[src/design/itb_pkg.sv]
package itb_pkg;

    // Register addresses on the special-function-register port
    localparam logic [7:0] ADDR_CTRL   = 8'ha1;
    localparam logic [7:0] ADDR_FRAC   = 8'ha2;
    localparam logic [7:0] ADDR_SEC    = 8'ha3;
    localparam logic [7:0] ADDR_MIN    = 8'ha4;
    localparam logic [7:0] ADDR_HOUR   = 8'ha5;
    localparam logic [7:0] ADDR_TARGET = 8'ha6;

    // Values after reset
    localparam logic [7:0] RESET_BYTE  = 8'h00;
    localparam logic [1:0] RESET_TBSEL = 2'h0;

    // Field positions in interval_timer_control
    localparam int CTRL_TIME_EN   = 0;
    localparam int CTRL_IV_EN     = 1;
    localparam int CTRL_FLAG      = 2;
    localparam int CTRL_SINGLE    = 3;
    localparam int CTRL_TBSEL_LO  = 4;
    localparam int CTRL_TBSEL_HI  = 5;

    // Terminal counts of the time registers
    localparam logic [7:0] FRAC_MAX = 8'h7f;
    localparam logic [7:0] SEC_MAX  = 8'h3b;
    localparam logic [7:0] MIN_MAX  = 8'h3b;
    localparam logic [7:0] HOUR_MAX = 8'h17;

    // Base tick of 1/128 s at a 5 ns clock
    localparam int unsigned CLK_PERIOD_NS = 5;
    localparam int unsigned TICK_TIME_NS  = 7812500;
    localparam int unsigned TICK_CYCLES   = TICK_TIME_NS / CLK_PERIOD_NS;
    localparam int          TICK_CNT_W    = 21;

    // Timebase that clocks the interval counter
    typedef enum logic [1:0] {
        TB_FRAC = 2'h0,
        TB_SEC  = 2'h1,
        TB_MIN  = 2'h2,
        TB_HOUR = 2'h3
    } itb_tbase_t;

endpackage : itb_pkg

[src/design/itb_tick_if.sv]
`timescale 1ns/1ps
interface itb_tick_if;
    logic run;
    logic tick;
    modport gen  (input run, output tick);
    modport user (output run, input tick);
endinterface : itb_tick_if

[src/design/itb_tick_gen.sv]
`timescale 1ns/1ps
module itb_tick_gen #(
    parameter int unsigned TICK_CYCLES = itb_pkg::TICK_CYCLES
) (
    // Clock and reset
    input wire logic core_clk,
    input wire logic sys_rst,
    // Tick link to the time registers
    itb_tick_if.gen  tb
);

    logic [itb_pkg::TICK_CNT_W-1:0] cnt_r;
    wire                            atEnd;

    assign atEnd = (cnt_r == itb_pkg::TICK_CNT_W'(TICK_CYCLES - 1));

    // Prescaler restarts whenever the time clock is stopped, so a fresh start
    // always gives a full first period
    always_ff @(posedge core_clk) begin
        if (sys_rst || !tb.run) begin
            cnt_r   <= '0;
            tb.tick <= 1'b0;
        end else begin
            cnt_r   <= atEnd ? '0 : cnt_r + 1'b1;
            tb.tick <= atEnd;
        end
    end

endmodule : itb_tick_gen

[src/design/itb_timebase.sv]
`timescale 1ns/1ps
// Notes on behaviour
// - Interval counter stepping up to target sets match flag; interrupt gating is outside.
// - Fraction count advances every 1/128 s while time clock enabled, else holds.
// - Fraction counts 0..127, wraps to 0 and bumps seconds.
// - Seconds count 0..59, wrap to 0 and bump minutes.
// - Minutes count 0..59, wrap to 0 and bump hours.
// - Hours count 0..23, wrap to 0, no further carry.
// - Two-bit select picks which rollover clocks the interval counter.
// - Single mode: match clears interval enable; otherwise counter reloads and runs.
// - Clearing interval enable stops and zeroes the interval counter.
// - Clearing time enable clears time registers; they are writable only while low.
module itb_timebase #(
    parameter int unsigned TICK_CYCLES = itb_pkg::TICK_CYCLES
) (
    // Clock and reset
    input  wire logic       core_clk,
    input  wire logic       sys_rst,
    // Special-function-register port
    input  wire logic [7:0] sfrAddr,
    input  wire logic       sfrWrEn,
    input  wire logic [7:0] sfrWrData,
    output logic      [7:0] sfrRdData,
    // Status toward the interrupt controller
    output logic            matchFlag
);

    // Control and time state
    logic                 timeEn_r, ivEn_r, flag_r, single_r;
    itb_pkg::itb_tbase_t  tbSel_r;
    logic [7:0]           frac_r, sec_r, min_r, hour_r, target_r, ivCnt_r, rd_r;

    itb_tick_if tickLink ();

    itb_tick_gen #(
        .TICK_CYCLES (TICK_CYCLES)
    ) u_tick (
        .core_clk (core_clk),
        .sys_rst  (sys_rst),
        .tb       (tickLink.gen)
    );

    assign tickLink.run = timeEn_r;

    // Register write decode
    wire wrCtrl   = sfrWrEn && (sfrAddr == itb_pkg::ADDR_CTRL);
    wire wrTarget = sfrWrEn && (sfrAddr == itb_pkg::ADDR_TARGET);
    wire wrFrac   = sfrWrEn && (sfrAddr == itb_pkg::ADDR_FRAC) && !timeEn_r;
    wire wrSec    = sfrWrEn && (sfrAddr == itb_pkg::ADDR_SEC) && !timeEn_r;
    wire wrMin    = sfrWrEn && (sfrAddr == itb_pkg::ADDR_MIN) && !timeEn_r;
    wire wrHour   = sfrWrEn && (sfrAddr == itb_pkg::ADDR_HOUR) && !timeEn_r;
    wire timeStop = wrCtrl && timeEn_r && !sfrWrData[itb_pkg::CTRL_TIME_EN];

    // Cascade of rollovers; a tick that lingers past a stop is dropped
    wire tick     = tickLink.tick && timeEn_r;
    wire fracWrap = tick && (frac_r == itb_pkg::FRAC_MAX);
    wire secWrap  = fracWrap && (sec_r == itb_pkg::SEC_MAX);
    wire minWrap  = secWrap && (min_r == itb_pkg::MIN_MAX);
    wire hourWrap = minWrap && (hour_r == itb_pkg::HOUR_MAX);

    // Next values of the time registers; a stop outranks everything
    wire [7:0] frac_nxt = timeStop ? itb_pkg::RESET_BYTE :
                          wrFrac   ? sfrWrData :
                          fracWrap ? itb_pkg::RESET_BYTE :
                          tick     ? frac_r + 8'h01 : frac_r;
    wire [7:0] sec_nxt  = timeStop ? itb_pkg::RESET_BYTE :
                          wrSec    ? sfrWrData :
                          secWrap  ? itb_pkg::RESET_BYTE :
                          fracWrap ? sec_r + 8'h01 : sec_r;
    wire [7:0] min_nxt  = timeStop ? itb_pkg::RESET_BYTE :
                          wrMin    ? sfrWrData :
                          minWrap  ? itb_pkg::RESET_BYTE :
                          secWrap  ? min_r + 8'h01 : min_r;
    wire [7:0] hour_nxt = timeStop ? itb_pkg::RESET_BYTE :
                          wrHour   ? sfrWrData :
                          hourWrap ? itb_pkg::RESET_BYTE :
                          minWrap  ? hour_r + 8'h01 : hour_r;

    // Timebase selection for the interval counter
    wire selEvent = (tbSel_r == itb_pkg::TB_FRAC) ? tick :
                    (tbSel_r == itb_pkg::TB_SEC)  ? fracWrap :
                    (tbSel_r == itb_pkg::TB_MIN)  ? secWrap : minWrap;
    wire       ivEvent = selEvent && ivEn_r;
    wire [7:0] ivInc   = ivCnt_r + 8'h01;
    wire       match   = ivEvent && (ivInc == target_r);

    // Control bits; a write to the control register outranks the single-shot clear
    wire timeEn_nxt = wrCtrl ? sfrWrData[itb_pkg::CTRL_TIME_EN] : timeEn_r;
    wire ivEn_nxt   = wrCtrl ? sfrWrData[itb_pkg::CTRL_IV_EN] :
                      (match && single_r) ? 1'b0 : ivEn_r;
    wire flag_nxt   = match ? 1'b1 :
                      wrCtrl ? sfrWrData[itb_pkg::CTRL_FLAG] : flag_r;
    wire [7:0] ivCnt_nxt = !ivEn_nxt ? itb_pkg::RESET_BYTE :
                           match     ? itb_pkg::RESET_BYTE :
                           ivEvent   ? ivInc : ivCnt_r;

    // Read mux; reserved control bits and unmapped addresses read zero
    wire [7:0] ctrlView = {2'b00, tbSel_r, single_r, flag_r, ivEn_r, timeEn_r};
    wire [7:0] rd_nxt   = (sfrAddr == itb_pkg::ADDR_CTRL)   ? ctrlView :
                          (sfrAddr == itb_pkg::ADDR_FRAC)   ? frac_r :
                          (sfrAddr == itb_pkg::ADDR_SEC)    ? sec_r :
                          (sfrAddr == itb_pkg::ADDR_MIN)    ? min_r :
                          (sfrAddr == itb_pkg::ADDR_HOUR)   ? hour_r :
                          (sfrAddr == itb_pkg::ADDR_TARGET) ? target_r : 8'h00;

    // Control register
    always_ff @(posedge core_clk) begin
        if (sys_rst) begin
            timeEn_r <= 1'b0;
            ivEn_r   <= 1'b0;
            flag_r   <= 1'b0;
            single_r <= 1'b0;
            tbSel_r  <= itb_pkg::TB_FRAC;
        end else begin
            timeEn_r <= timeEn_nxt;
            ivEn_r   <= ivEn_nxt;
            flag_r   <= flag_nxt;
            if (wrCtrl) begin
                single_r <= sfrWrData[itb_pkg::CTRL_SINGLE];
                tbSel_r  <= itb_pkg::itb_tbase_t'(
                    sfrWrData[itb_pkg::CTRL_TBSEL_HI:itb_pkg::CTRL_TBSEL_LO]);
            end
        end
    end

    // Time registers, target and interval counter
    always_ff @(posedge core_clk) begin
        if (sys_rst) begin
            frac_r   <= itb_pkg::RESET_BYTE;
            sec_r    <= itb_pkg::RESET_BYTE;
            min_r    <= itb_pkg::RESET_BYTE;
            hour_r   <= itb_pkg::RESET_BYTE;
            target_r <= itb_pkg::RESET_BYTE;
            ivCnt_r  <= itb_pkg::RESET_BYTE;
            rd_r     <= itb_pkg::RESET_BYTE;
        end else begin
            frac_r   <= frac_nxt;
            sec_r    <= sec_nxt;
            min_r    <= min_nxt;
            hour_r   <= hour_nxt;
            target_r <= wrTarget ? sfrWrData : target_r;
            ivCnt_r  <= ivCnt_nxt;
            rd_r     <= rd_nxt;
        end
    end

    assign sfrRdData = rd_r;
    assign matchFlag = flag_r;
endmodule : itb_timebase

[config.mk]
export PLATFORM = sky130hd
export DESIGN_NAME = itb_timebase
export DESIGN_NICKNAME = d
export VERILOG_FILES = /design/src/design/itb_pkg.sv /design/src/design/itb_tick_if.sv /design/src/design/itb_tick_gen.sv /design/src/design/itb_timebase.sv
export SDC_FILE = /design/constraint.sdc
export NUM_CORES = 1
export LEC_CHECK = 0
export BUFFER_PORTS_ARGS = -buffer_cell sky130_fd_sc_hd__buf_2
export CAP_MARGIN = 15
export CORE_ASPECT_RATIO = 1.75
export CORE_MARGIN = 1
export CORE_UTILIZATION = 25
export DETAILED_ROUTE_END_ITERATION = 12
export SLEW_MARGIN = 20
export SYNTH_ARGS = -nofsm -noshare
export SYNTH_HDL_FRONTEND = slang
export SYNTH_HIERARCHICAL = 1
export SYNTH_SLANG_ARGS = --single-unit
[constraint.sdc]
create_clock -name core_clk -period 3.7 [get_ports core_clk]
set_input_delay 0.37 -clock core_clk [delete_from_list [all_inputs] [get_ports core_clk]]
set_output_delay 0.37 -clock core_clk [all_outputs]
set_load 0.03 [all_outputs]
Yosys cells after proc, flatten, opt, wreduce, memory -nomap -nowiden
Cells that the tools add are included.
{"block": "op_classes", "addsub": 6, "n_mul": 0, "n_div": 0, "order_cmp": 0, "eq_ne": 14, "shift": 0, "muxes": 25, "n_bitwise": 1, "n_reduce_logical": 33}
{"op": "$mux W8", "n": 17}
{"op": "$eq A8 B8 Y1 const B", "n": 6}
{"op": "$add A8 B1 Y8 const B", "n": 5}
{"op": "$add A21 B1 Y21 const B", "n": 1}
{"op": "$eq A21 B21 Y1 const B", "n": 1}
{"op": "$logic_and A1 B1 Y1", "n": 20}
{"op": "$eq A8 B6 Y1 const B", "n": 2}
{"op": "$reduce_bool A3 Y1", "n": 4}
{"op": "$eq A8 B5 Y1 const B", "n": 1}
{"op": "$eq A8 B7 Y1 const B", "n": 1}
{"op": "$eq A8 B8 Y1", "n": 1}
{"op": "$mux W1", "n": 7}
{"op": "$mux W6", "n": 1}
{"op": "$reduce_or A2 Y1", "n": 3}
{"op": "$reduce_or A3 Y1", "n": 1}
{"op": "$eq A2 B1 Y1 const B", "n": 1}
{"op": "$eq A2 B2 Y1 const B", "n": 1}
{"op": "$logic_not A1 Y1", "n": 2}
{"op": "$logic_not A2 Y1", "n": 1}
{"op": "$reduce_bool A2 Y1", "n": 1}
{"op": "$logic_or A1 B1 Y1", "n": 1}
{"op": "$not A1 Y1", "n": 1}
{"block": "word_totals", "register_bits": 84, "latch_bits": 0, "ram_bits": 0, "romBits": 0, "input_bits": 19, "out_inout_bits": 9, "wordCells": 94, "memories": 0}

Depth between registers and ports, before layout
{"block": "logic_depth", "word_depth": 14, "mapped_depth": 9, "depth_no_buf": 8}

By module
The synthesis kept the hierarchy.
{"mod": "itb_timebase", "instances": 1, "cells_per_inst": 497, "area_per_inst_um2": 3676.0, "seq_area_each_um2": 1241.2}
{"mod": "itb_tick_gen", "instances": 1, "cells_per_inst": 114, "area_per_inst_um2": 987.2, "seq_area_each_um2": 440.4}

Worst setup path before layout
OpenSTA, ideal clock, no wires.
{"block": "synth_path", "kind": "register to register", "startpoint": "register ivCnt_r[0]", "endpoint": "register ivCnt_r[7]", "setup_time_ps": 120, "arrival_ps": 2474, "t_required_ps": 3580, "setup_slack_ps": 1106, "path_stages_with_launch": 10, "path_buffers": 1, "synth_period_minus_slack_ps": 2594, "path_cell_list": "dfxtp_1 -> ha_1 -> nand3_1 -> or2_2 -> xnor2_1 -> or4_4 -> o41ai_4 -> buf_6 -> nor2_1 -> a211o_1"}
{"block": "synth_via", "elab_chain_cells": 8}
{"element": "start, declared", "line_no": "itb_timebase.sv:31", "rtl": "logic [7:0] frac_r, sec_r, min_r, hour_r, target_r, ivCnt_r, rd_r;"}
{"element": "start signal, assigned", "line_no": "itb_timebase.sv:134", "rtl": "ivCnt_r <= itb_pkg::RESET_BYTE;"}
{"element": "start signal, assigned", "line_no": "itb_timebase.sv:142", "rtl": "ivCnt_r <= ivCnt_nxt;"}
{"element": "$add A8 B1 Y8 *", "line_no": "itb_timebase.sv:84", "rtl": "wire [7:0] ivInc = ivCnt_r + 8'h01;"}
{"element": "$eq A8 B8 Y1", "line_no": "itb_timebase.sv:85", "rtl": "wire match = ivEvent && (ivInc == target_r);"}
{"element": "$logic_and A1 B1 Y1", "line_no": "itb_timebase.sv:85"}
{"element": "$logic_and A1 B1 Y1", "line_no": "itb_timebase.sv:90", "rtl": "(match && single_r) ? 1'b0 : ivEn_r;"}
{"element": "$mux W1", "line_no": "itb_timebase.sv:90"}
{"element": "$mux W1", "line_no": "itb_timebase.sv:89", "rtl": "wire ivEn_nxt = wrCtrl ? sfrWrData[itb_pkg::CTRL_IV_EN] :"}
{"element": "$not A1 Y1 (no line)"}
{"element": "$reduce_or A3 Y1 (no line)"}
Every way passes the cells marked *; elsewhere a longest branch is shown, timed or not.
A chain may end at the register's enable or synchronous reset.

Worst setup path after layout
{"block": "layout_path", "startpoint": "register ivCnt_r[0]", "endpoint": "register ivCnt_r[5]"}
The elaborated chain is that of the path after synthesis.

==> results.json <==
{
  "status": "finished clean",
  "fmax_mhz": 333,
  "critical_path_arrival_ps": 3240,
  "post-route-util_pct": 29.3,
  "final_nets": 648,
  "grt_pass1_wl_microns": 22500,
  "fin_worst_skew_ps": 9.25,
  "synth.cell_area_sq_um": 4660,
  "drt_pass1_iterations": 7,
  "start_util_pct": 25.7,
  "combPwrFrac_pct": 3.2,
  "die_y_microns": 183,
  "synthXorXnorAreaFrac_pct": 5.45,
  "ys_ff_latch": 84,
  "async_flop_share_pct": 0,
  "grt_pass1_vias": 4364,
  "synth-edff-count": 0,
  "clock_path_buffers": 2,
  "finalMaxSlewViolations": 0,
  "synth_cells": 611,
  "groute.usage.overall_pct": 15.1,
  "total_power_mw": 1.99,
  "synth_most_common_cell": "dfxtp_1",
  "rsz0062_at_grt": "no",
  "antenna_found_initial": 0,
  "leakage_nw": 1.74,
  "synth_top_family_by_area": "simple AND/OR/NAND/NOR gates",
  "cts_repair_resize_count": 0,
  "rows": 65,
  "cp_data_required_time_ps": 3940,
  "post_drt_wl_per_cell_microns": 16.4,
  "hold_viol": 0,
  "yosysSeqAreaShare_pct": 36.1,
  "syn_avg_cell_area_sq_um": 7.63,
  "ir_drop_mv": 0.206,
  "drv_cap": 0,
  "yosys-top-cells-count": "dfxtp_1 (84), nor2_1 (79), nand2_1 (69)",
  "dpl.hpwl_microns": 10700,
  "root_buffer": "clkbuf_16",
  "clk_pin_slew_ps": 70,
  "netlist.area_leader.share_pct": 36.1,
  "end_kind": "flop",
  "synth_compound_gate_area_share_pct": 20.7,
  "hold_class": "in2reg",
  "setup_violations": 0,
  "core_sq_um": 18100,
  "h-tree-depth": 3,
  "gp_congestion": 0.930,
  "die_area_sq_um": 19200,
  "grt_overflow": 0,
  "pwr-share-seq_pct": 45.6,
  "numCtsBuffers": 9,
  "relSlewSlack_pct": 47.9,
  "synth_area_leaders": "dfxtp_1 (36%), nor2_1 (6.4%), a21oi_1 (6.3%)",
  "syn_to_final_growth_pct": 14.1,
  "p_int_mw": 1.54,
  "ys_types": 62,
  "synth-simple-area-share_pct": 30.3,
  "p_sw_mw": 0.453,
  "worst_pin_slew_ps": 781,
  "synth_warnings": 6,
  "cts_tree": "done",
  "cts_setup_buffers": 0,
  "period_share_pct": 81.2,
  "fin_area_sq_um": 5320,
  "p_per_area_nw_per_um2": 374,
  "postRouteAntennaNets": 0,
  "route.vias.total": 4525,
  "synthAdderAreaFrac_pct": 1.61,
  "final.min_clock_period_ps": 3000,
  "hold_ws_ps": 358,
  "insertion_delay_ps": 350,
  "tns_ps": 0,
  "netSwitchingFraction_pct": 22.7,
  "cts_num_sinks": 84,
  "syn_nets": 636,
  "worstPathMaxFanout": 12,
  "antenna_cells_inserted": 0,
  "crit_path_start_kind": "flop",
  "hold_buffers": 0,
  "fill_cells": 1970,
  "grt_max_degree": 27,
  "p_clk_share_pct": 51.2,
  "ios": 28,
  "layout-drive-gt1-share_pct": 9.08,
  "yosysTopAreaCell": "dfxtp_1",
  "drtIter0Drc": 293,
  "wl_microns": 14100,
  "viasPerCell": 5.25,
  "worstSetupPathType": "reg2reg",
  "ys.flop_type": "dfxtp_1",
  "io_buffers": 27,
  "placed_area_sq_um": 4990,
  "dieWidth_microns": 105,
  "synthMuxAreaShare_pct": 1.50,
  "post-route-drc-count": 0
}
## logic make-up (layout without fill, tap and decap cells)
family | count (synthesis) | after routing
compound gates | 153 | 153
mux | 7 | 7
flops | 84 | 84
simple gates | 283 | 283
fa+ha+maj | 6 | 6
xor+xnor | 29 | 29
buf+inv | 49 | 66
## final cells by class
cell class | count | area [sq um] | area share, %
Tap cell | 234 | 293 | 5.50
Sequential cell | 84 | 1680 | 31.6
Clock inverter | 6 | 95.1 | 1.79
Inverter | 19 | 71.3 | 1.34
Clock buffer | 10 | 239 | 4.49
Timing Repair Buffer | 31 | 165 | 3.10
Multi-Input combinational cell | 478 | 2780 | 52.2
## final timing paths
check / slack (ps) / from / depth (start not counted) / endpoint
min: 360 / sfrWrData[7] / 3 / target_r[7]$_SDFFE_PP0P_
max reg2reg: 700 / ivCnt_r[0]$_SDFFE_PP0P_ / 8 / ivCnt_r[5]$_SDFFE_PP0P_
min reg2reg: 470 / u_tick/cnt_r[0]$_SDFF_PP0_ / 1 / u_tick/cnt_r[0]$_SDFF_PP0_
max: 700 / ivCnt_r[0]$_SDFFE_PP0P_ / 8 / ivCnt_r[5]$_SDFFE_PP0P_
## metal layers
layer / share of wire [%] / GRT usage [%] / vias to the layer above / routed length (microns)
met4: 6.1 / 10.8 / 0 / 855
met2: 54 / 29.1 / 108 / 7660
met5: 0 / 0 / - / 0
met3: 3.2 / 2.39 / 49 / 457
met1: 36 / 14.3 / 2132 / 5150
li1: - / - / 2236 / -
## worst max-delay path, cell delays in order, from the launching register on
cell     delay (ps)
dfxtp_1         440
ha_1            270
nand3_1         170
or2_2           360
xnor2_1         130
or4_4           530
o41ai_4         580
nor2_1          120
a211o_1         280
## per-stage QoR
| stage | instances | setup slack (ps) |
|---|---|---|
| 6_report | 862 | 697 |
| 5_1_grt | 862 | 456 |
| 4_1_cts | 862 | 697 |
| 3_5_place_dp | 846 | 713 |
| 3_3_place_gp | 846 | 776 |
| 2_1_floorplan | 611 | 1110 |
## registers in the layout, summed over array words and instances (netlist names)
signal          count
frac_r              8
hour_r              8
ivCnt_r             8
ivEn_r              1
matchFlag           1
min_r               8
sec_r               8
sfrRdData           8
single_r            1
target_r            8
tbSel_r             2
tickLink.run        1
u_tick/cnt_r       21
u_tick/tb.tick      1
## placed cells by master, fill, tap and decap left out, types with 3 or more instances in the layout
master,count
clkbuf_16,9
or3_1,3
nor3_1,24
and4_1,4
a221o_1,5
and3_1,10
ha_1,6
nor3b_1,5
a221oi_1,5
mux2i_1,7
nand3_1,31
nor4b_1,4
dfxtp_1,84
xor2_1,6
nor4_1,13
buf_4,4
a211oi_1,9
o2111ai_1,3
o22ai_1,3
a31oi_1,5
nor2_1,79
xnor2_1,23
o21ai_0,38
a32oi_1,3
a211o_1,5
buf_2,27
and2_1,5
nor2b_1,6
inv_1,19
nand4b_1,3
nand2_1,69
nand4_1,11
a21oi_1,59
## power by group through the flow
| stage | Combinational, mW | Sequential (mW) | Clock (mW) |
|---|---|---|---|
| 3_5_place_dp | 0.0627 | 0.929 | 0 |
| 2_1_floorplan | 0.0279 | 0.928 | 0 |
| 3_3_place_gp | 0.0625 | 0.929 | 0 |
| 6_report | 0.0630 | 0.908 | 1.02 |
| 5_1_grt | 0.0671 | 0.908 | 1.07 |
| 4_1_cts | 0.0629 | 0.908 | 1.04 |
Power figures use the tool's default switching activity.
